===== src/core/ssc_pkg.sv =====
// ****************************************************************
// endpoint companion descriptor constants
// ****************************************************************
package ssc_pkg;

  // endpoint selector codes on the request port
  localparam logic [1:0] EP_BULK_IN = 2'h0;
  localparam logic [1:0] EP_BULK_OUT = 2'h1;
  localparam logic [1:0] EP_INTR = 2'h2;

  // byte offsets inside a companion descriptor
  localparam logic [2:0] OFS_LEN = 3'h0;
  localparam logic [2:0] OFS_TYPE = 3'h1;
  localparam logic [2:0] OFS_BURST = 3'h2;
  localparam logic [2:0] OFS_ATTR = 3'h3;
  localparam logic [2:0] OFS_BPI_LO = 3'h4;
  localparam logic [2:0] OFS_BPI_HI = 3'h5;

  // fixed descriptor content
  localparam logic [2:0] DESC_BYTES = 3'h6;
  localparam logic [7:0] DESC_LEN = 8'h06;
  localparam logic [7:0] DESC_TYPE = 8'h30;
  localparam logic [7:0] BULK_ATTR = 8'h00;
  localparam logic [15:0] BULK_BPI = 16'h0000;
  localparam logic [7:0] INTR_BURST = 8'h00;
  localparam logic [7:0] INTR_ATTR = 8'h00;
  localparam logic [15:0] INTR_BPI = 16'h0004;

  // burst encoding: packets minus one, 0 to 15
  localparam int BURST_W = 4;
  localparam logic [3:0] BURST_MAX = 4'hf;
  localparam logic [3:0] BURST_RST = 4'h3;

endpackage : ssc_pkg


===== src/core/ssc_desc_if.sv =====
`timescale 1ns/1ps
`default_nettype none
// ****************************************************************
// carrier between sequencer, burst holder and byte lookup
// ****************************************************************
interface ssc_desc_if #(
  parameter int FIELD_W = 4
);
  logic [1:0] ep;
  logic [2:0] idx;
  logic capture;
  logic [FIELD_W-1:0] raw_in;
  logic [FIELD_W-1:0] raw_out;
  logic [3:0] burst_in;
  logic [3:0] burst_out;
  logic [7:0] byte_val;

  modport seq (output ep, idx, capture, raw_in, raw_out,
               input burst_in, burst_out, byte_val);
  modport burst (input capture, raw_in, raw_out,
                 output burst_in, burst_out);
  modport rom (input ep, idx, burst_in, burst_out,
               output byte_val);
endinterface : ssc_desc_if
`default_nettype wire


===== src/core/ssc_burst_hold.sv =====
`timescale 1ns/1ps
`default_nettype none
// ****************************************************************
// burst limit holder: samples config fields per request, clamps
// ****************************************************************
module ssc_burst_hold
  import ssc_pkg::*;
#(
  parameter int FIELD_W = 4
) (
  input wire logic i_core_clk,
  input wire logic i_rst_n,
  ssc_desc_if.burst bif
);

  typedef struct packed {
    logic [3:0] burst_in;
    logic [3:0] burst_out;
  } ssc_hold_t;

  ssc_hold_t s_q;
  ssc_hold_t s_d;

  // limit a field to the legal 0..15 burst range
  function automatic logic [3:0] clamp_burst(
    input logic [FIELD_W-1:0] v
  );
    logic [FIELD_W+3:0] wide;
    wide = {4'h0, v};
    if (wide > (FIELD_W+4)'(BURST_MAX)) begin
      return BURST_MAX;
    end
    return wide[3:0];
  endfunction : clamp_burst

  // fields are frozen at request time so a transfer sees one value
  always_comb begin
    s_d = s_q;
    if (bif.capture) begin
      s_d.burst_in = clamp_burst(bif.raw_in);
      s_d.burst_out = clamp_burst(bif.raw_out);
    end
  end

  // defaults match the register reset value
  always_ff @(posedge i_core_clk) begin
    if (!i_rst_n) begin
      s_q <= '{burst_in: BURST_RST, burst_out: BURST_RST};
    end else begin
      s_q <= s_d;
    end
  end

  assign bif.burst_in = s_q.burst_in;
  assign bif.burst_out = s_q.burst_out;

endmodule : ssc_burst_hold
`default_nettype wire


===== src/core/ssc_desc_rom.sv =====
`timescale 1ns/1ps
`default_nettype none
// ****************************************************************
// byte lookup for the three companion descriptors
// ****************************************************************
module ssc_desc_rom
  import ssc_pkg::*;
(
  ssc_desc_if.rom rif
);

  // pick one byte of one descriptor; wide fields go low byte first
  function automatic logic [7:0] desc_byte(
    input logic [1:0] ep,
    input logic [2:0] idx,
    input logic [3:0] bin,
    input logic [3:0] bout
  );
    logic bulk;
    bulk = (ep != EP_INTR);
    case (idx)
      OFS_LEN: return DESC_LEN;
      OFS_TYPE: return DESC_TYPE;
      OFS_BURST: begin
        if (ep == EP_BULK_IN) begin
          return {4'h0, bin};
        end else if (ep == EP_BULK_OUT) begin
          return {4'h0, bout};
        end
        return INTR_BURST;
      end
      OFS_ATTR: return bulk ? BULK_ATTR : INTR_ATTR;
      OFS_BPI_LO: return bulk ? BULK_BPI[7:0] : INTR_BPI[7:0];
      OFS_BPI_HI: return bulk ? BULK_BPI[15:8] : INTR_BPI[15:8];
      default: return 8'h00;
    endcase
  endfunction : desc_byte

  // content is built only from constants and burst fields
  always_comb begin
    rif.byte_val = desc_byte(rif.ep, rif.idx, rif.burst_in,
                             rif.burst_out);
  end

endmodule : ssc_desc_rom
`default_nettype wire


===== src/core/ssc_desc_gen.sv =====
// What this block does
// - descriptors come only from fixed values and config fields, never OTP
// - each descriptor is six bytes, length 06h, type 30h
// - bulk-in burst byte follows the bulk-in burst limit field
// - bulk-out burst byte follows the bulk-out burst limit field
// - burst values are packets minus one, limited to 0 through 15
// - bulk attributes byte is 00h, bulk type without streams
// - bulk bytes-per-interval returns 0000h
// - interrupt burst byte is 00h, one packet per burst
// - interrupt attributes byte is zero
// - interrupt bytes-per-interval returns 0004h
`timescale 1ns/1ps
`default_nettype none
module ssc_desc_gen
  import ssc_pkg::*;
#(
  parameter int FIELD_W = BURST_W
) (
  input wire logic i_core_clk,
  input wire logic i_rst_n,
  input wire logic i_req_valid,
  input wire logic [1:0] i_req_ep,
  input wire logic [15:0] i_req_length,
  input wire logic [FIELD_W-1:0] i_bulk_in_burst_limit,
  input wire logic [FIELD_W-1:0] i_bulk_out_burst_limit,
  input wire logic i_data_ready,
  output logic o_busy,
  output logic o_data_valid,
  output logic [7:0] o_data,
  output logic o_data_last,
  output logic o_done,
  output logic o_stall
);

  // ****************************************************************
  // state
  // ****************************************************************
  typedef enum logic [1:0] {
    ST_IDLE,
    ST_LOAD,
    ST_SEND
  } ssc_fsm_t;

  typedef struct packed {
    ssc_fsm_t fsm;
    logic [1:0] ep;
    logic [2:0] idx;
    logic [2:0] cnt;
    logic busy;
    logic valid;
    logic [7:0] data;
    logic last;
    logic done;
    logic stall;
  } ssc_state_t;

  localparam ssc_state_t S_RST = '{fsm: ST_IDLE, default: '0};

  ssc_state_t s_q;
  ssc_state_t s_d;

  ssc_desc_if #(.FIELD_W(FIELD_W)) dif ();

  // ****************************************************************
  // helpers
  // ****************************************************************

  // bytes to send: requested length, never more than the descriptor
  function automatic logic [2:0] reply_count(input logic [15:0] len);
    if (len < {13'h0, DESC_BYTES}) begin
      return len[2:0];
    end
    return DESC_BYTES;
  endfunction : reply_count

  logic req_ep_ok;
  logic req_take;

  // only the three companion endpoints are served
  assign req_ep_ok = (i_req_ep == EP_BULK_IN) ||
                     (i_req_ep == EP_BULK_OUT) ||
                     (i_req_ep == EP_INTR);
  assign req_take = (s_q.fsm == ST_IDLE) && i_req_valid && req_ep_ok &&
                    (i_req_length != 16'h0000);

  // ****************************************************************
  // submodules
  // ****************************************************************

  // sub-block inputs
  assign dif.ep = s_q.ep;
  assign dif.idx = s_q.idx;
  assign dif.capture = req_take;
  assign dif.raw_in = i_bulk_in_burst_limit;
  assign dif.raw_out = i_bulk_out_burst_limit;

  ssc_burst_hold #(
    .FIELD_W(FIELD_W)
  ) u_burst (
    .i_core_clk(i_core_clk),
    .i_rst_n(i_rst_n),
    .bif(dif)
  );

  ssc_desc_rom u_rom (
    .rif(dif)
  );

  // ****************************************************************
  // sequencer
  // ****************************************************************

  // idle -> load byte -> hold until accepted, repeat to the cut length
  always_comb begin
    s_d = s_q;
    s_d.done = 1'b0;
    s_d.stall = 1'b0;
    case (s_q.fsm)
      ST_IDLE: begin
        if (i_req_valid) begin
          if (!req_ep_ok) begin
            s_d.stall = 1'b1; // unknown endpoint
          end else if (i_req_length == 16'h0000) begin
            s_d.done = 1'b1; // zero-length data stage
          end else begin
            s_d.ep = i_req_ep;
            s_d.idx = OFS_LEN;
            s_d.cnt = reply_count(i_req_length);
            s_d.fsm = ST_LOAD;
          end
        end
      end
      ST_LOAD: begin
        s_d.data = dif.byte_val;
        s_d.valid = 1'b1;
        s_d.last = (s_q.idx == s_q.cnt - 3'h1);
        s_d.fsm = ST_SEND;
      end
      ST_SEND: begin
        if (i_data_ready) begin
          s_d.valid = 1'b0;
          s_d.last = 1'b0;
          if (s_q.last) begin
            s_d.done = 1'b1;
            s_d.fsm = ST_IDLE;
          end else begin
            s_d.idx = s_q.idx + 3'h1; // low byte before high byte
            s_d.fsm = ST_LOAD;
          end
        end
      end
      default: begin
        s_d = S_RST;
      end
    endcase
    s_d.busy = (s_d.fsm != ST_IDLE);
  end

  // state register
  always_ff @(posedge i_core_clk) begin
    if (!i_rst_n) begin
      s_q <= S_RST;
    end else begin
      s_q <= s_d;
    end
  end

  // outputs straight from the state register
  assign o_busy = s_q.busy;
  assign o_data_valid = s_q.valid;
  assign o_data = s_q.data;
  assign o_data_last = s_q.last;
  assign o_done = s_q.done;
  assign o_stall = s_q.stall;

  logic [3:0] burst_in_seen;
  logic [3:0] burst_out_seen;
  logic is_bulk;

  assign burst_in_seen = dif.burst_in;
  assign burst_out_seen = dif.burst_out;
  assign is_bulk = (s_q.ep == EP_BULK_IN) || (s_q.ep == EP_BULK_OUT);

  logic zero_take;
  logic len_short;
  logic [2:0] len_lo;
  logic [3:0] in_lo;
  logic [3:0] out_lo;
  logic in_over;
  logic out_over;

  // request facts worked out apart from the sequencer and burst holder
  assign zero_take = (s_q.fsm == ST_IDLE) && i_req_valid && req_ep_ok &&
                     (i_req_length == 16'h0000);
  assign len_short = (i_req_length < {13'h0, DESC_BYTES});
  assign len_lo = i_req_length[2:0];
  assign in_lo = i_bulk_in_burst_limit[3:0];
  assign out_lo = i_bulk_out_burst_limit[3:0];
  assign in_over = (i_bulk_in_burst_limit > FIELD_W'(BURST_MAX));
  assign out_over = (i_bulk_out_burst_limit > FIELD_W'(BURST_MAX));
endmodule : ssc_desc_gen
`default_nettype wire


===== config.mk =====
export PLATFORM = sky130hd
export DESIGN_NAME = ssc_desc_gen
export DESIGN_NICKNAME = d
export VERILOG_FILES = /design/src/core/ssc_pkg.sv /design/src/core/ssc_desc_if.sv /design/src/core/ssc_burst_hold.sv /design/src/core/ssc_desc_rom.sv /design/src/core/ssc_desc_gen.sv
export SDC_FILE = /design/constraint.sdc
export NUM_CORES = 1
export LEC_CHECK = 0
export BUFFER_PORTS_ARGS = -buffer_cell sky130_fd_sc_hd__buf_2
export CAP_MARGIN = 20
export CORE_UTILIZATION = 30
export DETAILED_ROUTE_END_ITERATION = 10
export GPL_TIMING_DRIVEN = 0
export PLACE_DENSITY_LB_ADDON = 0.2
export SLEW_MARGIN = 20
export SYNTH_ARGS = -nofsm -noshare
export SYNTH_HDL_FRONTEND = slang
export SYNTH_SLANG_ARGS = --single-unit

===== constraint.sdc =====
create_clock -name i_core_clk -period 2.4 [get_ports i_core_clk]
set_clock_uncertainty 0.15 [all_clocks]
set_input_delay 0.24 -clock i_core_clk [delete_from_list [all_inputs] [get_ports i_core_clk]]
set_output_delay 0.24 -clock i_core_clk [all_outputs]
set_load 0.02 [all_outputs]

==> results of run 1 <==
==> power by group <==
part,leakage [uW],switching [uW],internal (uW)
registers,0.000228,19.5,495
clock network,0.0000357,161,224
logic,0.000625,163,143
==> final timing paths <==
kind                              from                        to  slack (ns)  cells past startpoint
min reg2reg                  o_data[1]                 o_data[1]        0.32                      2
min          i_bulk_out_burst_limit[0]  u_burst.bif.burst_out[0]        0.02                      3
max reg2reg                    s_q[21]   u_burst.bif.burst_in[0]        0.35                      8
max                            s_q[21]   u_burst.bif.burst_in[0]        0.35                      8
==> kinds of logic (layout without fill, tap and decap cells) <==
family,Yosys count,count (layout),synth area share (%)
AOI/OAI and AO/OA,29,29,13.71
DFF,28,28,33.94
muxes,16,16,9.848
buffers and inverters,26,70,10.23
other,1,2,0.2271
and+or+nand+nor,72,72,23.11
xor gates and xnor gates,4,4,2.122
adders and majority gates,9,9,6.818
==> layout by cell type (no fill, tap or decap), types with 2 or more instances in the layout <==
cell type / n
sky130_fd_sc_hd__a21oi_1: 4
sky130_fd_sc_hd__a221oi_2: 2
sky130_fd_sc_hd__a31oi_1: 2
sky130_fd_sc_hd__a32o_1: 2
sky130_fd_sc_hd__and3_1: 2
sky130_fd_sc_hd__buf_2: 42
sky130_fd_sc_hd__buf_4: 9
sky130_fd_sc_hd__clkbuf_1: 2
sky130_fd_sc_hd__clkbuf_8: 5
sky130_fd_sc_hd__conb_1: 2
sky130_fd_sc_hd__dfxtp_1: 28
sky130_fd_sc_hd__ha_1: 9
sky130_fd_sc_hd__inv_1: 9
sky130_fd_sc_hd__mux2_2: 2
sky130_fd_sc_hd__mux2i_1: 14
sky130_fd_sc_hd__nand2_1: 16
sky130_fd_sc_hd__nand2b_1: 2
sky130_fd_sc_hd__nand3_1: 8
sky130_fd_sc_hd__nand4_1: 3
sky130_fd_sc_hd__nor2_1: 18
sky130_fd_sc_hd__nor2b_1: 10
sky130_fd_sc_hd__nor3_1: 3
sky130_fd_sc_hd__nor4_2: 2
sky130_fd_sc_hd__o21ai_0: 5
sky130_fd_sc_hd__o22ai_1: 3
sky130_fd_sc_hd__xnor2_1: 3
==> state kept, by name (all words and copies together), names as in the netlist <==
| signal | cells |
|---|---|
| o_done | 1 |
| o_busy | 1 |
| u_burst.bif.burst_out | 4 |
| o_stall | 1 |
| o_data | 5 |
| o_data_valid | 1 |
| s_q | 5 |
| u_burst.bif.burst_in | 4 |
| dif.idx | 3 |
| dif.ep | 2 |
| o_data_last | 1 |
==> worst max-delay path, stage by stage (launching register included) <==
cell and delay [ns]:
sky130_fd_sc_hd__dfxtp_1 0.37, sky130_fd_sc_hd__inv_1 0.11, sky130_fd_sc_hd__ha_1 0.16, sky130_fd_sc_hd__clkbuf_8 0.15, sky130_fd_sc_hd__nand3_1 0.12, sky130_fd_sc_hd__o21ba_2 0.26, sky130_fd_sc_hd__buf_2 0.30, sky130_fd_sc_hd__mux2i_1 0.23
sky130_fd_sc_hd__nand2_1 0.06
==> stage by stage <==
step / util (%) / cell area (um^2) / std cells / hold WS (ns) / setup slack [ns]
3_3_place_gp: 37.33 / 1943 / 296 / 0.3064 / 0.3804
5_1_grt: 38.70 / 2014 / 300 / 0.01916 / 0.2082
3_5_place_dp: 37.33 / 1943 / 296 / 0.3061 / 0.3739
2_1_floorplan: - / 1655 / 186 / 0.2158 / 0.6014
6_report: 38.70 / 2014 / 300 / 0.02205 / 0.3486
4_1_cts: 38.70 / 2014 / 300 / 0.01868 / 0.3428
==> final cells by class <==
class / instances / area [um^2]
clock inverter: 1 / 30.03
clock buffer: 3 / 41.29
buffer: 17 / 135.1
multi-input combinational: 132 / 925.9
sequential: 28 / 560.5
inverter: 9 / 33.78
tap: 70 / 87.58
timing repair buffer: 40 / 200.2
fill: 570 / 3191
==> routing by layer <==
metal	GRT usage, %	wire length (um)	up-vias
met2	19.55	1498	46
met4	3.846	34	0
met1	17.72	1754	573
li1	-	-	722
met5	0	0	-
met3	2.275	243	4
==> impl_results.html, run 1 <==
<table>
<tr><th>Metric</th><th>Value</th></tr>
<tr><th colspan="2">Critical path</th></tr>
<tr><td>Worst endpoint data arrival time</td><td>2.06 ns</td></tr>
<tr><td>CP endpoint kind</td><td>flop</td></tr>
<tr><td>Data required, critical path</td><td>2.41 ns</td></tr>
<tr><td>Largest fanout on the critical path</td><td>10</td></tr>
<tr><td>Crit start category</td><td>flop</td></tr>
<tr><td>Critical path start-end classification</td><td>reg -&gt; reg</td></tr>
<tr><th colspan="2">Synthesis</th></tr>
<tr><td>Yosys top cell area share</td><td>33.94%</td></tr>
<tr><td>Predominant post-synthesis flop cell</td><td>sky130_fd_sc_hd__dfxtp_1</td></tr>
<tr><td>Number of warning messages in the yosys log</td><td>0</td></tr>
<tr><td>FFs w/ async S/R, synth</td><td>0%</td></tr>
<tr><td>Sequential fraction of the synthesis area</td><td>33.94%</td></tr>
<tr><td>Most used standard cell by instance count after synthesis</td><td>sky130_fd_sc_hd__dfxtp_1</td></tr>
<tr><td>Top post-synthesis cells by count</td><td>sky130_fd_sc_hd__dfxtp_1 (28), sky130_fd_sc_hd__nor2_1 (18), sky130_fd_sc_hd__nand2_1 (16)</td></tr>
<tr><td>Syn Std Cell Area</td><td>1652 um^2</td></tr>
<tr><td>Post-synthesis cell type with the largest combined area</td><td>sky130_fd_sc_hd__dfxtp_1</td></tr>
<tr><td>Number of different library cells in the post-synthesis netlist</td><td>48</td></tr>
<tr><td>Cells after Synth</td><td>185</td></tr>
<tr><td>Mean area per synthesized cell</td><td>8.927 um^2</td></tr>
<tr><td>Area contributors post-synth</td><td>sky130_fd_sc_hd__dfxtp_1 (34%), sky130_fd_sc_hd__mux2i_1 (8.5%), sky130_fd_sc_hd__ha_1 (6.8%), sky130_fd_sc_hd__buf_4 (4.1%), sky130_fd_sc_hd__nor2_1 (4.1%)</td></tr>
<tr><td>Number of synthesized flops with an enable pin</td><td>0</td></tr>
<tr><td>Synth Register Bits</td><td>28</td></tr>
<tr><th colspan="2">Routing</th></tr>
<tr><td>Number of remaining DRC errors</td><td>0</td></tr>
<tr><td>Drt pass-1 iters</td><td>4</td></tr>
<tr><td>Per-cell via count in the routed design</td><td>4.483</td></tr>
<tr><td>Count of vias placed by the detailed router</td><td>1,345</td></tr>
<tr><td>Routed wirelength normalized by instance count</td><td>11.77 um</td></tr>
<tr><td>Post-route antenna net violation count</td><td>0</td></tr>
<tr><td>Wirelength, routed</td><td>3.530 mm</td></tr>
<tr><td>Violation count after the first detailed-route iteration</td><td>52</td></tr>
<tr><th colspan="2">Global route</th></tr>
<tr><td>Pin count of the biggest net entering global routing</td><td>17</td></tr>
<tr><td>Global Route Usage Sum</td><td>12.63%</td></tr>
<tr><td>Number of global-route vias before repair</td><td>1,230</td></tr>
<tr><td>Aggregate global routing overflow</td><td>0</td></tr>
<tr><td>First-pass GRT wire length</td><td>5.892 mm</td></tr>
<tr><td>Initial antenna violation count</td><td>0</td></tr>
<tr><th colspan="2">Cells and area</th></tr>
<tr><td>Number of nets in the finished design</td><td>270</td></tr>
<tr><td>Diode count</td><td>0</td></tr>
<tr><td>Synth-to-layout area growth</td><td>21.97%</td></tr>
<tr><td>Fraction of final layout cells with drive strength greater than 1</td><td>31.74%</td></tr>
<tr><th colspan="2">Floorplanning</th></tr>
<tr><td>Starting density of the core</td><td>31.73%</td></tr>
<tr><td>Die width</td><td>76.20 um</td></tr>
<tr><td>Number of I/O pins</td><td>43</td></tr>
<tr><td>Core Rows</td><td>26</td></tr>
<tr><td>Core Area</td><td>5205 um^2</td></tr>
<tr><td>Vertical die dimension</td><td>76.20 um</td></tr>
<tr><td>Total die area</td><td>5806 um^2</td></tr>
<tr><th colspan="2">Pwr</th></tr>
<tr><td>Final Total Pwr</td><td>1205 uW</td></tr>
<tr><td>Leakage power figure</td><td>0.0008893 uW</td></tr>
<tr><td>Power Dens Cells</td><td>598.4 nW/um^2</td></tr>
<tr><td>Largest vdd supply drop</td><td>0.0002731 V</td></tr>
<tr><th colspan="2">Clocking</th></tr>
<tr><td>CTS tree</td><td>yes</td></tr>
<tr><td>TritonCTS buffer count</td><td>3</td></tr>
<tr><td>Library cell used as clock root buffer</td><td>sky130_fd_sc_hd__clkbuf_8</td></tr>
<tr><td>Count of H-tree levels built during CTS</td><td>1</td></tr>
<tr><td>Hold buffer count at CTS</td><td>0</td></tr>
<tr><td>Clock-pin slew on the worst setup and hold paths</td><td>0.11 ns</td></tr>
<tr><td>CTS Buffer Depth</td><td>2</td></tr>
<tr><td>Count of cells resized by post-cts repair</td><td>0</td></tr>
<tr><td>Clock latency of the later-clocked register in the worst-skew pair</td><td>0.28 ns</td></tr>
<tr><td>Clk sinks</td><td>28</td></tr>
<tr><td>Number of setup buffers added after CTS</td><td>0</td></tr>
<tr><th colspan="2">Min path</th></tr>
<tr><td>Worst Hold Class</td><td>in -&gt; reg</td></tr>
<tr><th colspan="2">STA</th></tr>
<tr><td>Setup Total Neg Slack</td><td>0 ns</td></tr>
<tr><td>Period minus WS final</td><td>2.051 ns</td></tr>
<tr><td>Achievable frequency</td><td>487.5 MHz</td></tr>
<tr><td>Max-slew violation count</td><td>0</td></tr>
<tr><td>Number of failing hold endpoints at the final stage</td><td>0</td></tr>
<tr><td>Final-report setup violation count</td><td>0</td></tr>
<tr><td>Share of the clock period used by the worst path</td><td>85.47%</td></tr>
<tr><td>RSZ-0062 raised after global routing</td><td>false</td></tr>
<tr><th colspan="2">Status</th></tr>
<tr><td>Status</td><td>complete, no violations</td></tr>
<tr><th colspan="2">Job</th></tr>
<tr><td>Number of violations of the max-capacitance limit</td><td>0</td></tr>
<tr><th colspan="2">Placement</th></tr>
<tr><td>PortBufs</td><td>40</td></tr>
<tr><td>Final RePlAce weighted congestion</td><td>0.7696</td></tr>
<tr><td>HPWL after detailed placement</td><td>2.719 mm</td></tr>
</table>
(Power assumes the default switching activity.)
==> run 2, diff against run 1 <==
--- a/config.mk
+++ b/config.mk
@@ -10,7 +10,7 @@
 export CORE_UTILIZATION = 30
 export DETAILED_ROUTE_END_ITERATION = 10
 export GPL_TIMING_DRIVEN = 0
-export PLACE_DENSITY_LB_ADDON = 0.2
+export PLACE_DENSITY_LB_ADDON = 0.12
 export SLEW_MARGIN = 20
 export SYNTH_ARGS = -nofsm -noshare
 export SYNTH_HDL_FRONTEND = slang
==> constraint.sdc (replaced) <==
create_clock -name i_core_clk -period 1.9 [get_ports i_core_clk]
set_clock_uncertainty 0.15 [all_clocks]
set_input_delay 0.19 -clock i_core_clk [delete_from_list [all_inputs] [get_ports i_core_clk]]
set_output_delay 0.19 -clock i_core_clk [all_outputs]
set_load 0.02 [all_outputs]
==> impl_results.html, run 2 (same netlist as run 1, synthesis figures left out) <==
<table>
<tr><th>Metric</th><th>Value</th></tr>
<tr><th colspan="2">STA</th></tr>
<tr><td>Period minus WS final</td><td>1.829 ns (was 2.051 ns)</td></tr>
<tr><td>Max-slew violation count</td><td>0 (unchanged)</td></tr>
<tr><td>Final setup margin</td><td>0.07136 ns (was 0.3486 ns)</td></tr>
<tr><td>Achievable frequency</td><td>546.9 MHz (was 487.5 MHz)</td></tr>
<tr><td>Final-report setup violation count</td><td>0 (unchanged)</td></tr>
<tr><td>Share of the clock period used by the worst path</td><td>96.24% (was 85.47%)</td></tr>
<tr><td>Worst Max-Slew Pin Slew</td><td>0.5245 ns</td></tr>
<tr><td>Normalized max-slew margin</td><td>65.03%</td></tr>
<tr><td>Number of failing hold endpoints at the final stage</td><td>0 (unchanged)</td></tr>
<tr><td>RSZ-0062 raised after global routing</td><td>false (unchanged)</td></tr>
<tr><td>Setup Total Neg Slack</td><td>0 ns (unchanged)</td></tr>
<tr><th colspan="2">Routing</th></tr>
<tr><td>WL met2</td><td>1.722 mm (was 1.498 mm)</td></tr>
<tr><td>Highest metal layer with signal wires</td><td>met4 (unchanged)</td></tr>
<tr><td>Metal1 wirelength</td><td>1.851 mm (was 1.754 mm)</td></tr>
<tr><td>Count of vias placed by the detailed router</td><td>1,398 (was 1,345)</td></tr>
<tr><td>Sum of met3 wire segment lengths after detailed routing</td><td>129 um (was 243 um)</td></tr>
<tr><td>Number of remaining DRC errors</td><td>0 (unchanged)</td></tr>
<tr><td>Routed wirelength normalized by instance count</td><td>12.30 um (was 11.77 um)</td></tr>
<tr><td>Wirelength, routed</td><td>3.752 mm (was 3.530 mm)</td></tr>
<tr><td>Post-route antenna net violation count</td><td>0 (unchanged)</td></tr>
<tr><td>Violation count after the first detailed-route iteration</td><td>36 (was 52)</td></tr>
<tr><td>Per-cell via count in the routed design</td><td>4.584 (was 4.483)</td></tr>
<tr><td>Drt pass-1 iters</td><td>4 (unchanged)</td></tr>
<tr><th colspan="2">Job</th></tr>
<tr><td>Number of violations of the max-capacitance limit</td><td>0 (unchanged)</td></tr>
<tr><th colspan="2">Global route</th></tr>
<tr><td>Initial antenna violation count</td><td>0 (unchanged)</td></tr>
<tr><td>First-pass GRT wire length</td><td>6.106 mm (was 5.892 mm)</td></tr>
<tr><td>Number of global-route vias before repair</td><td>1,251 (was 1,230)</td></tr>
<tr><td>Pin count of the biggest net entering global routing</td><td>17 (unchanged)</td></tr>
<tr><td>Aggregate global routing overflow</td><td>0 (unchanged)</td></tr>
<tr><td>Global Route Usage Sum</td><td>13.17% (was 12.63%)</td></tr>
<tr><th colspan="2">Placement</th></tr>
<tr><td>PortBufs</td><td>40 (unchanged)</td></tr>
<tr><td>HPWL after detailed placement</td><td>2.849 mm (was 2.719 mm)</td></tr>
<tr><td>Final RePlAce weighted congestion</td><td>0.7286 (was 0.7696)</td></tr>
<tr><td>Setup slack after placement</td><td>-0.1224 ns (was 0.3739 ns)</td></tr>
<tr><th colspan="2">Floorplanning</th></tr>
<tr><td>Number of I/O pins</td><td>43 (unchanged)</td></tr>
<tr><td>Total die area</td><td>5806 um^2 (unchanged)</td></tr>
<tr><td>Die width</td><td>76.20 um (unchanged)</td></tr>
<tr><td>Core Area</td><td>5205 um^2 (unchanged)</td></tr>
<tr><td>Core Rows</td><td>26 (unchanged)</td></tr>
<tr><td>Starting density of the core</td><td>31.73% (unchanged)</td></tr>
<tr><td>Vertical die dimension</td><td>76.20 um (unchanged)</td></tr>
<tr><th colspan="2">Clocking</th></tr>
<tr><td>Library cell used as clock root buffer</td><td>sky130_fd_sc_hd__clkbuf_8 (unchanged)</td></tr>
<tr><td>Number of setup buffers added after CTS</td><td>0 (unchanged)</td></tr>
<tr><td>Clk sinks</td><td>28 (unchanged)</td></tr>
<tr><td>Count of H-tree levels built during CTS</td><td>1 (unchanged)</td></tr>
<tr><td>Clock-pin slew on the worst setup and hold paths</td><td>0.10 ns (was 0.11 ns)</td></tr>
<tr><td>CTS tree</td><td>yes (unchanged)</td></tr>
<tr><td>TritonCTS buffer count</td><td>3 (unchanged)</td></tr>
<tr><td>CTS Buffer Depth</td><td>2 (unchanged)</td></tr>
<tr><td>Clock latency of the later-clocked register in the worst-skew pair</td><td>0.28 ns (about the same)</td></tr>
<tr><th colspan="2">Critical path</th></tr>
<tr><td>CP max stage cell</td><td>sky130_fd_sc_hd__dfxtp_4 (was sky130_fd_sc_hd__dfxtp_1)</td></tr>
<tr><td>Cell-by-cell listing of the critical path</td><td>inv_2 &gt; ha_1 &gt; clkbuf_8 &gt; nand3_2 &gt; o21ba_4 &gt; buf_12 &gt; mux2i_2 &gt; nand2_1 (was inv_1 &gt; ha_1 &gt; clkbuf_8 &gt; nand3_1 &gt; o21ba_2 &gt; buf_2 &gt; mux2i_1 &gt; nand2_1)</td></tr>
<tr><td>Max incr delay on CP</td><td>0.38 ns (was 0.37 ns)</td></tr>
<tr><td>CP bufs+invs</td><td>3 (unchanged)</td></tr>
<tr><td>Data required, critical path</td><td>1.90 ns (was 2.41 ns)</td></tr>
<tr><td>Critical path start-end classification</td><td>reg -&gt; reg (unchanged)</td></tr>
<tr><td>Top delay family on crit path</td><td>buffers and inverters (unchanged)</td></tr>
<tr><td>Worst endpoint data arrival time</td><td>1.83 ns (was 2.06 ns)</td></tr>
<tr><td>Largest fanout on the critical path</td><td>10 (unchanged)</td></tr>
<tr><td>CP endpoint kind</td><td>flop (unchanged)</td></tr>
<tr><td>Crit start category</td><td>flop (unchanged)</td></tr>
<tr><th colspan="2">Cells and area</th></tr>
<tr><td>Number of nets in the finished design</td><td>275 (was 270)</td></tr>
<tr><td>Leading cell types in the layout, fill and taps excluded</td><td>sky130_fd_sc_hd__buf_2 (41), sky130_fd_sc_hd__dfxtp_1 (26), sky130_fd_sc_hd__nor2_1 (18) (was sky130_fd_sc_hd__buf_2 (42), sky130_fd_sc_hd__dfxtp_1 (28), sky130_fd_sc_hd__nor2_1 (18))</td></tr>
<tr><td>Synth-to-layout area growth</td><td>28.18% (was 21.97%)</td></tr>
<tr><td>Fraction of final layout cells with drive strength greater than 1</td><td>33.62% (was 31.74%)</td></tr>
<tr><td>Leading cell type in the layout, fill and taps excluded</td><td>sky130_fd_sc_hd__buf_2 (unchanged)</td></tr>
<tr><td>Diode count</td><td>0 (unchanged)</td></tr>
<tr><th colspan="2">Min path</th></tr>
<tr><td>Worst Hold Class</td><td>in -&gt; reg (unchanged)</td></tr>
<tr><th colspan="2">Pwr</th></tr>
<tr><td>Power Dens Cells</td><td>734.4 nW/um^2 (was 598.4 nW/um^2)</td></tr>
<tr><td>Leakage power figure</td><td>0.0009250 uW (was 0.0008893 uW)</td></tr>
<tr><td>Largest vdd supply drop</td><td>0.0003428 V (was 0.0002731 V)</td></tr>
<tr><th colspan="2">Status</th></tr>
<tr><td>Status</td><td>complete, no violations (unchanged)</td></tr>
</table>
==> run 2: cell count changes in the layout (fill, tap and decap cells not counted), sizes merged <==
cell | previous run | this run
dlygate4sd3 | 0 | 6
clkbuf | 7 | 6
==> run 2: timing repair <==
action                     4_1_cts  5_1_grt
setup endpoints to repair       12       13
pin swaps                        0        0
hold buffers                     6        0
resized for setup                3       10
hold endpoints to repair         6        0
==> run 2: worst paths after layout <==
path,from,endpoint,slack [ns],cells past startpoint
min,i_bulk_in_burst_limit[3],u_burst.bif.burst_in[3],0.02,3
min reg2reg,o_data[1],o_data[1],0.32,2
max,s_q[21],u_burst.bif.burst_in[0],0.07,8
max reg2reg,s_q[21],u_burst.bif.burst_in[0],0.07,8
==> run 2: worst min-delay path: stages <==
cell and delay [ns]:
sky130_fd_sc_hd__buf_2 0.07, sky130_fd_sc_hd__mux2i_1 0.05, sky130_fd_sc_hd__nor2b_1 0.09
==> run 2: layout make-up <==
type	instances	area, um^2
Timing Repair Buffer	46	260.3
Tap cell	70	87.58
Multi-Input combinational cell	132	952.2
Buffer	16	146.4
Clock buffer	3	41.29
Inverter	9	33.78
Clock inverter	1	30.03
Fill cell	577	3088
Sequential cell	28	565.5
==> run 2: metrics by stage <==
step           util (%)  area [um^2]  hold slack, ns  instances  total power (uW)
2_1_floorplan         -         1655          0.1658        186             948.1
5_1_grt           40.67         2117         0.01139        305              1641
6_report          40.67         2117         0.01547        305              1555
3_3_place_gp      37.33         1943          0.2619        296              1056
4_1_cts           40.00         2082         0.01168        306              1552
3_5_place_dp      37.33         1943          0.2605        296              1055
==> run 2: power by group <==
group          switching (uW)  internal, uW
Sequential               27.3           627
Combinational             217           206
Clock                     195           282
Total                     439          1120
==> run 2: per-layer routing <==
layer / GRT usage [%] / up-vias
li1: - / 728
met1: 18.51 / 635
met2: 20.82 / 30
met3: 1.796 / 5
met4: 4.038 / 0
met5: 0 / -
==> run 3, diff against run 2 <==
--- a/config.mk
+++ b/config.mk
@@ -8,10 +8,12 @@
 export BUFFER_PORTS_ARGS = -buffer_cell sky130_fd_sc_hd__buf_2
 export CAP_MARGIN = 20
 export CORE_UTILIZATION = 30
+export CTS_BUF_LIST = sky130_fd_sc_hd__clkbuf_16
 export DETAILED_ROUTE_END_ITERATION = 10
 export GPL_TIMING_DRIVEN = 0
 export PLACE_DENSITY_LB_ADDON = 0.12
 export SLEW_MARGIN = 20
 export SYNTH_ARGS = -nofsm -noshare
 export SYNTH_HDL_FRONTEND = slang
+export SYNTH_HIERARCHICAL = 1
 export SYNTH_SLANG_ARGS = --single-unit
==> impl_results.html, run 3 <==
<table>
<tr><th>Metric</th><th>Value</th></tr>
<tr><th colspan="2">Cells and area</th></tr>
<tr><td>Final Instance Count excl. Fillers</td><td>322 (was 305)</td></tr>
<tr><td>Number of nets in the finished design</td><td>288 (was 275)</td></tr>
<tr><td>Leading cell types in the layout, fill and taps excluded</td><td>sky130_fd_sc_hd__buf_2 (42), sky130_fd_sc_hd__dfxtp_1 (31), sky130_fd_sc_hd__nand2_1 (19) (was sky130_fd_sc_hd__buf_2 (41), sky130_fd_sc_hd__dfxtp_1 (26), sky130_fd_sc_hd__nor2_1 (18))</td></tr>
<tr><td>Leading cell type in the layout, fill and taps excluded</td><td>sky130_fd_sc_hd__buf_2 (unchanged)</td></tr>
<tr><td>Fraction of final layout cells with drive strength greater than 1</td><td>32.14% (was 33.62%)</td></tr>
<tr><td>Diode count</td><td>0 (unchanged)</td></tr>
<tr><td>Synth-to-layout area growth</td><td>32.79% (was 28.18%)</td></tr>
<tr><td>Largest register FFs</td><td>8</td></tr>
<tr><td>Final instance area</td><td>2225 um^2 (was 2117 um^2)</td></tr>
<tr><th colspan="2">Global route</th></tr>
<tr><td>Initial antenna violation count</td><td>0 (unchanged)</td></tr>
<tr><td>Number of global-route vias before repair</td><td>1,493 (was 1,251)</td></tr>
<tr><td>First-pass GRT wire length</td><td>6.637 mm (was 6.106 mm)</td></tr>
<tr><td>Aggregate global routing overflow</td><td>0 (unchanged)</td></tr>
<tr><td>Pin count of the biggest net entering global routing</td><td>11 (was 17)</td></tr>
<tr><td>Global Route Usage Sum</td><td>14.04% (was 13.17%)</td></tr>
<tr><th colspan="2">Clocking</th></tr>
<tr><td>TritonCTS buffer count</td><td>5 (was 3)</td></tr>
<tr><td>CTS tree</td><td>yes (unchanged)</td></tr>
<tr><td>Count of H-tree levels built during CTS</td><td>2 (was 1)</td></tr>
<tr><td>CTS Buffer Depth</td><td>2 (unchanged)</td></tr>
<tr><td>Clock latency of the later-clocked register in the worst-skew pair</td><td>0.27 ns (was 0.28 ns)</td></tr>
<tr><td>Clock-pin slew on the worst setup and hold paths</td><td>0.05 ns (was 0.10 ns)</td></tr>
<tr><td>Clk sinks</td><td>31 (was 28)</td></tr>
<tr><td>Library cell used as clock root buffer</td><td>sky130_fd_sc_hd__clkbuf_16 (was sky130_fd_sc_hd__clkbuf_8)</td></tr>
<tr><th colspan="2">Synthesis</th></tr>
<tr><td>Number of warning messages in the yosys log</td><td>6 (was 0)</td></tr>
<tr><td>Number of different library cells in the post-synthesis netlist</td><td>39 (was 48)</td></tr>
<tr><td>Simple logic cell fraction of the synthesized area</td><td>22.78% (was 23.11%)</td></tr>
<tr><td>Dominant combinational cell family by area after synthesis</td><td>simple AND/OR/NAND/NOR gates (unchanged)</td></tr>
<tr><td>Predominant post-synthesis flop cell</td><td>sky130_fd_sc_hd__dfxtp_1 (unchanged)</td></tr>
<tr><td>FFs w/ async S/R, synth</td><td>0% (unchanged)</td></tr>
<tr><td>Top post-synthesis cells by count</td><td>sky130_fd_sc_hd__dfxtp_1 (31), sky130_fd_sc_hd__nand2_1 (19), sky130_fd_sc_hd__mux2i_1 (14), sky130_fd_sc_hd__nor2_1 (14) (was sky130_fd_sc_hd__dfxtp_1 (28), sky130_fd_sc_hd__nor2_1 (18), sky130_fd_sc_hd__nand2_1 (16))</td></tr>
<tr><td>Most used standard cell by instance count after synthesis</td><td>sky130_fd_sc_hd__dfxtp_1 (unchanged)</td></tr>
<tr><td>Multiplexer area fraction after synthesis</td><td>8.364% (was 9.848%)</td></tr>
<tr><td>Sequential fraction of the synthesis area</td><td>37.04% (was 33.94%)</td></tr>
<tr><td>Syn Std Cell Area</td><td>1675 um^2 (was 1652 um^2)</td></tr>
<tr><td>Area fraction in compound gates after synthesis</td><td>15.98% (was 13.71%)</td></tr>
<tr><td>Post-synthesis cell type with the largest combined area</td><td>sky130_fd_sc_hd__dfxtp_1 (unchanged)</td></tr>
<tr><td>Mean area per synthesized cell</td><td>8.726 um^2 (was 8.927 um^2)</td></tr>
<tr><td>Number of synthesized flops with an enable pin</td><td>0 (unchanged)</td></tr>
<tr><td>Area contributors post-synth</td><td>sky130_fd_sc_hd__dfxtp_1 (37%), sky130_fd_sc_hd__mux2i_1 (8.4%), sky130_fd_sc_hd__a21boi_0 (5.4%), sky130_fd_sc_hd__buf_4 (4.9%), sky130_fd_sc_hd__ha_1 (4.5%) (was sky130_fd_sc_hd__dfxtp_1 (34%), sky130_fd_sc_hd__mux2i_1 (8.5%), sky130_fd_sc_hd__ha_1 (6.8%), sky130_fd_sc_hd__buf_4 (4.1%), sky130_fd_sc_hd__nor2_1 (4.1%))</td></tr>
<tr><td>Post-synthesis adder-cell area fraction</td><td>4.481% (was 6.818%)</td></tr>
<tr><td>Yosys top cell area share</td><td>37.04% (was 33.94%)</td></tr>
<tr><td>Cells after Synth</td><td>192 (was 185)</td></tr>
<tr><td>Synth Register Bits</td><td>31 (was 28)</td></tr>
<tr><td>XOR/XNOR Fraction of Synth Area</td><td>2.091% (was 2.121%)</td></tr>
<tr><th colspan="2">STA</th></tr>
<tr><td>Share of the clock period used by the worst path</td><td>94.72% (was 96.24%)</td></tr>
<tr><td>RSZ-0062 raised after global routing</td><td>false (unchanged)</td></tr>
<tr><td>Setup Total Neg Slack</td><td>0 ns (unchanged)</td></tr>
<tr><td>Period minus WS final</td><td>1.800 ns (was 1.829 ns)</td></tr>
<tr><td>Achievable frequency</td><td>555.6 MHz (was 546.9 MHz)</td></tr>
<tr><td>Hold Slack</td><td>0.008341 ns (was 0.01547 ns)</td></tr>
<tr><td>Final-report setup violation count</td><td>0 (unchanged)</td></tr>
<tr><td>Max-slew violation count</td><td>0 (unchanged)</td></tr>
<tr><td>Number of failing hold endpoints at the final stage</td><td>0 (unchanged)</td></tr>
<tr><th colspan="2">Placement</th></tr>
<tr><td>Cell area after placement</td><td>1977 um^2 (was 1943 um^2)</td></tr>
<tr><td>PortBufs</td><td>42 (was 40)</td></tr>
<tr><td>Placed cells</td><td>305 (was 296)</td></tr>
<tr><td>HPWL after detailed placement</td><td>2.860 mm (was 2.849 mm)</td></tr>
<tr><td>Final RePlAce weighted congestion</td><td>0.7247 (was 0.7286)</td></tr>
<tr><th colspan="2">Critical path</th></tr>
<tr><td>First element of the critical path</td><td>s_q[22] (was s_q[21])</td></tr>
<tr><td>Crit Reg-Reg Endpoint</td><td>dif.ep[0] (was u_burst.bif.burst_in[0])</td></tr>
<tr><td>Data required, critical path</td><td>1.95 ns (was 1.90 ns)</td></tr>
<tr><td>Reg2reg start</td><td>s_q[22] (was s_q[21])</td></tr>
<tr><td>CP max stage cell</td><td>sky130_fd_sc_hd__or3b_4 (was sky130_fd_sc_hd__dfxtp_4)</td></tr>
<tr><td>Cell-by-cell listing of the critical path</td><td>inv_1 &gt; ha_1 &gt; buf_4 &gt; nand3_2 &gt; or3b_4 &gt; nor2_2 &gt; o2bb2ai_1 (was inv_2 &gt; ha_1 &gt; clkbuf_8 &gt; nand3_2 &gt; o21ba_4 &gt; buf_12 &gt; mux2i_2 &gt; nand2_1)</td></tr>
<tr><td>Critical Path Sink</td><td>dif.ep[0] (was u_burst.bif.burst_in[0])</td></tr>
<tr><td>CP endpoint kind</td><td>flop (unchanged)</td></tr>
<tr><td>Worst endpoint data arrival time</td><td>1.85 ns (was 1.83 ns)</td></tr>
<tr><td>Reg2Reg Setup Slack</td><td>0.10 ns (was 0.07 ns)</td></tr>
<tr><td>Max incr delay on CP</td><td>0.44 ns (was 0.38 ns)</td></tr>
<tr><td>Crit start category</td><td>flop (unchanged)</td></tr>
<tr><td>Critical path start-end classification</td><td>reg -&gt; reg (unchanged)</td></tr>
<tr><td>R2R cell count</td><td>7 (was 8)</td></tr>
<tr><td>Largest fanout on the critical path</td><td>10 (unchanged)</td></tr>
<tr><th colspan="2">Routing</th></tr>
<tr><td>Wirelength, routed</td><td>3.936 mm (was 3.752 mm)</td></tr>
<tr><td>Count of vias placed by the detailed router</td><td>1,519 (was 1,398)</td></tr>
<tr><td>Number of remaining DRC errors</td><td>0 (unchanged)</td></tr>
<tr><td>Per-cell via count in the routed design</td><td>4.717 (was 4.584)</td></tr>
<tr><td>Drt pass-1 iters</td><td>4 (unchanged)</td></tr>
<tr><td>Routed wirelength normalized by instance count</td><td>12.22 um (was 12.30 um)</td></tr>
<tr><td>Post-route antenna net violation count</td><td>0 (unchanged)</td></tr>
<tr><td>Violation count after the first detailed-route iteration</td><td>68 (was 36)</td></tr>
<tr><th colspan="2">Pwr</th></tr>
<tr><td>Final Total Pwr</td><td>1822 uW (was 1555 uW)</td></tr>
<tr><td>Power Internal</td><td>1326 uW (was 1116 uW)</td></tr>
<tr><td>Switching power summed over all nets</td><td>496.2 uW (was 438.8 uW)</td></tr>
<tr><td>Largest vdd supply drop</td><td>0.0003809 V (was 0.0003428 V)</td></tr>
<tr><td>Proportion of total power due to net switching</td><td>27.23% (was 28.22%)</td></tr>
<tr><td>Reg power frac</td><td>39.1% (was 42.1%)</td></tr>
<tr><td>Leakage power figure</td><td>0.0009598 uW (was 0.0009250 uW)</td></tr>
<tr><td>Clock network power share</td><td>40.1% (was 30.7%)</td></tr>
<tr><td>Combinational cell fraction of total power</td><td>20.8% (was 27.2%)</td></tr>
<tr><td>Power Dens Cells</td><td>819.2 nW/um^2 (was 734.4 nW/um^2)</td></tr>
<tr><th colspan="2">Min path</th></tr>
<tr><td>Cell count of the worst hold path</td><td>2 (was 3)</td></tr>
<tr><td>Worst Hold Class</td><td>in -&gt; reg (unchanged)</td></tr>
<tr><th colspan="2">Floorplanning</th></tr>
<tr><td>Vertical die dimension</td><td>76.73 um (was 76.20 um)</td></tr>
<tr><td>Die width</td><td>76.73 um (was 76.20 um)</td></tr>
<tr><td>Number of I/O pins</td><td>43 (unchanged)</td></tr>
<tr><td>Starting density of the core</td><td>31.99% (was 31.73%)</td></tr>
<tr><td>Core Area</td><td>5238 um^2 (was 5205 um^2)</td></tr>
<tr><td>Core Rows</td><td>26 (unchanged)</td></tr>
<tr><td>Total die area</td><td>5887 um^2 (was 5806 um^2)</td></tr>
<tr><th colspan="2">Status</th></tr>
<tr><td>Status</td><td>complete, no violations (unchanged)</td></tr>
<tr><th colspan="2">Job</th></tr>
<tr><td>Number of violations of the max-capacitance limit</td><td>0 (unchanged)</td></tr>
</table>
run 3: cell type report:
class | count | area [um^2]
Tap cell | 70 | 87.58
Timing Repair Buffer | 52 | 297.8
Fill cell | 534 | 3013
Buffer | 21 | 141.4
Clock inverter | 2 | 8.758
Sequential cell | 31 | 620.6
Inverter | 4 | 15.01
Multi-Input combinational cell | 137 | 928.4
Clock buffer | 5 | 125.1
run 3: kinds of logic after synthesis:
kind of cell / count (synthesis)
AND/OR/NAND/NOR: 72
AO/OA/AOI/OAI: 39
flip-flops: 31
buffers and inverters: 25
multiplexers: 14
adder cells (fa/ha/maj): 6
XOR/XNOR: 4
other: 1
run 3: how the worst min path moves through the flow:
stage	to	startpoint
6_report	u_burst/bif.burst_out[0]	i_rst_n
5_1_grt	u_burst/bif.burst_out[0]	i_rst_n
4_1_cts	u_burst/bif.burst_out[0]	i_rst_n
3_5_place_dp	u_burst/bif.burst_in[1]	i_bulk_in_burst_limit[1]
3_3_place_gp	u_burst/bif.burst_in[0]	i_bulk_in_burst_limit[0]
2_1_floorplan	u_burst/bif.burst_in[0]	i_rst_n
run 3: power groups by stage:
stage	Combinational [uW]	Clock (uW)	Sequential, uW
floorplan	237	0	729
global placement	352	0	726
detailed placement	353	0	726
CTS	368	758	713
global route	418	796	718
finish	379	730	713
run 3: routing by layer:
| metal | vias up | routed length [um] | part of all wire (%) | GRT usage, % |
|---|---|---|---|---|
| li1 | 790 | - | - | - |
| met1 | 685 | 1945 | 49 | 17.59 |
| met2 | 42 | 1784 | 45 | 23.21 |
| met3 | 2 | 193 | 4.9 | 4.405 |
| met4 | 0 | 13 | 0.33 | 3.462 |
| met5 | - | 0 | 0 | 0 |
run 3: worst max-delay path, delay by kind of cell, from the launching register on:
kind                       cells  cell delay [ns]
and+or+nand+nor                3             0.70
buffers and inverters          2             0.29
DFF                            1             0.32
AOI/OAI and AO/OA              1             0.12
adders and majority gates      1             0.16
run 3: through the flow:
stage	util, %	setup WS (ns)
detailed placement	37.74	-0.2103
finish	42.47	0.1003
global route	42.47	0.003271
global placement	37.74	-0.2226
floorplan	-	0.1366
CTS	41.45	0.002437
run 3: timing repair:
action,4_1_cts,5_1_grt
setup endpoints to repair,4,22
endpoints found under the hold margin,5,0
pin swaps,0,2
buffers inserted,0,5
hold buffers,5,0
gates resized for setup,3,8
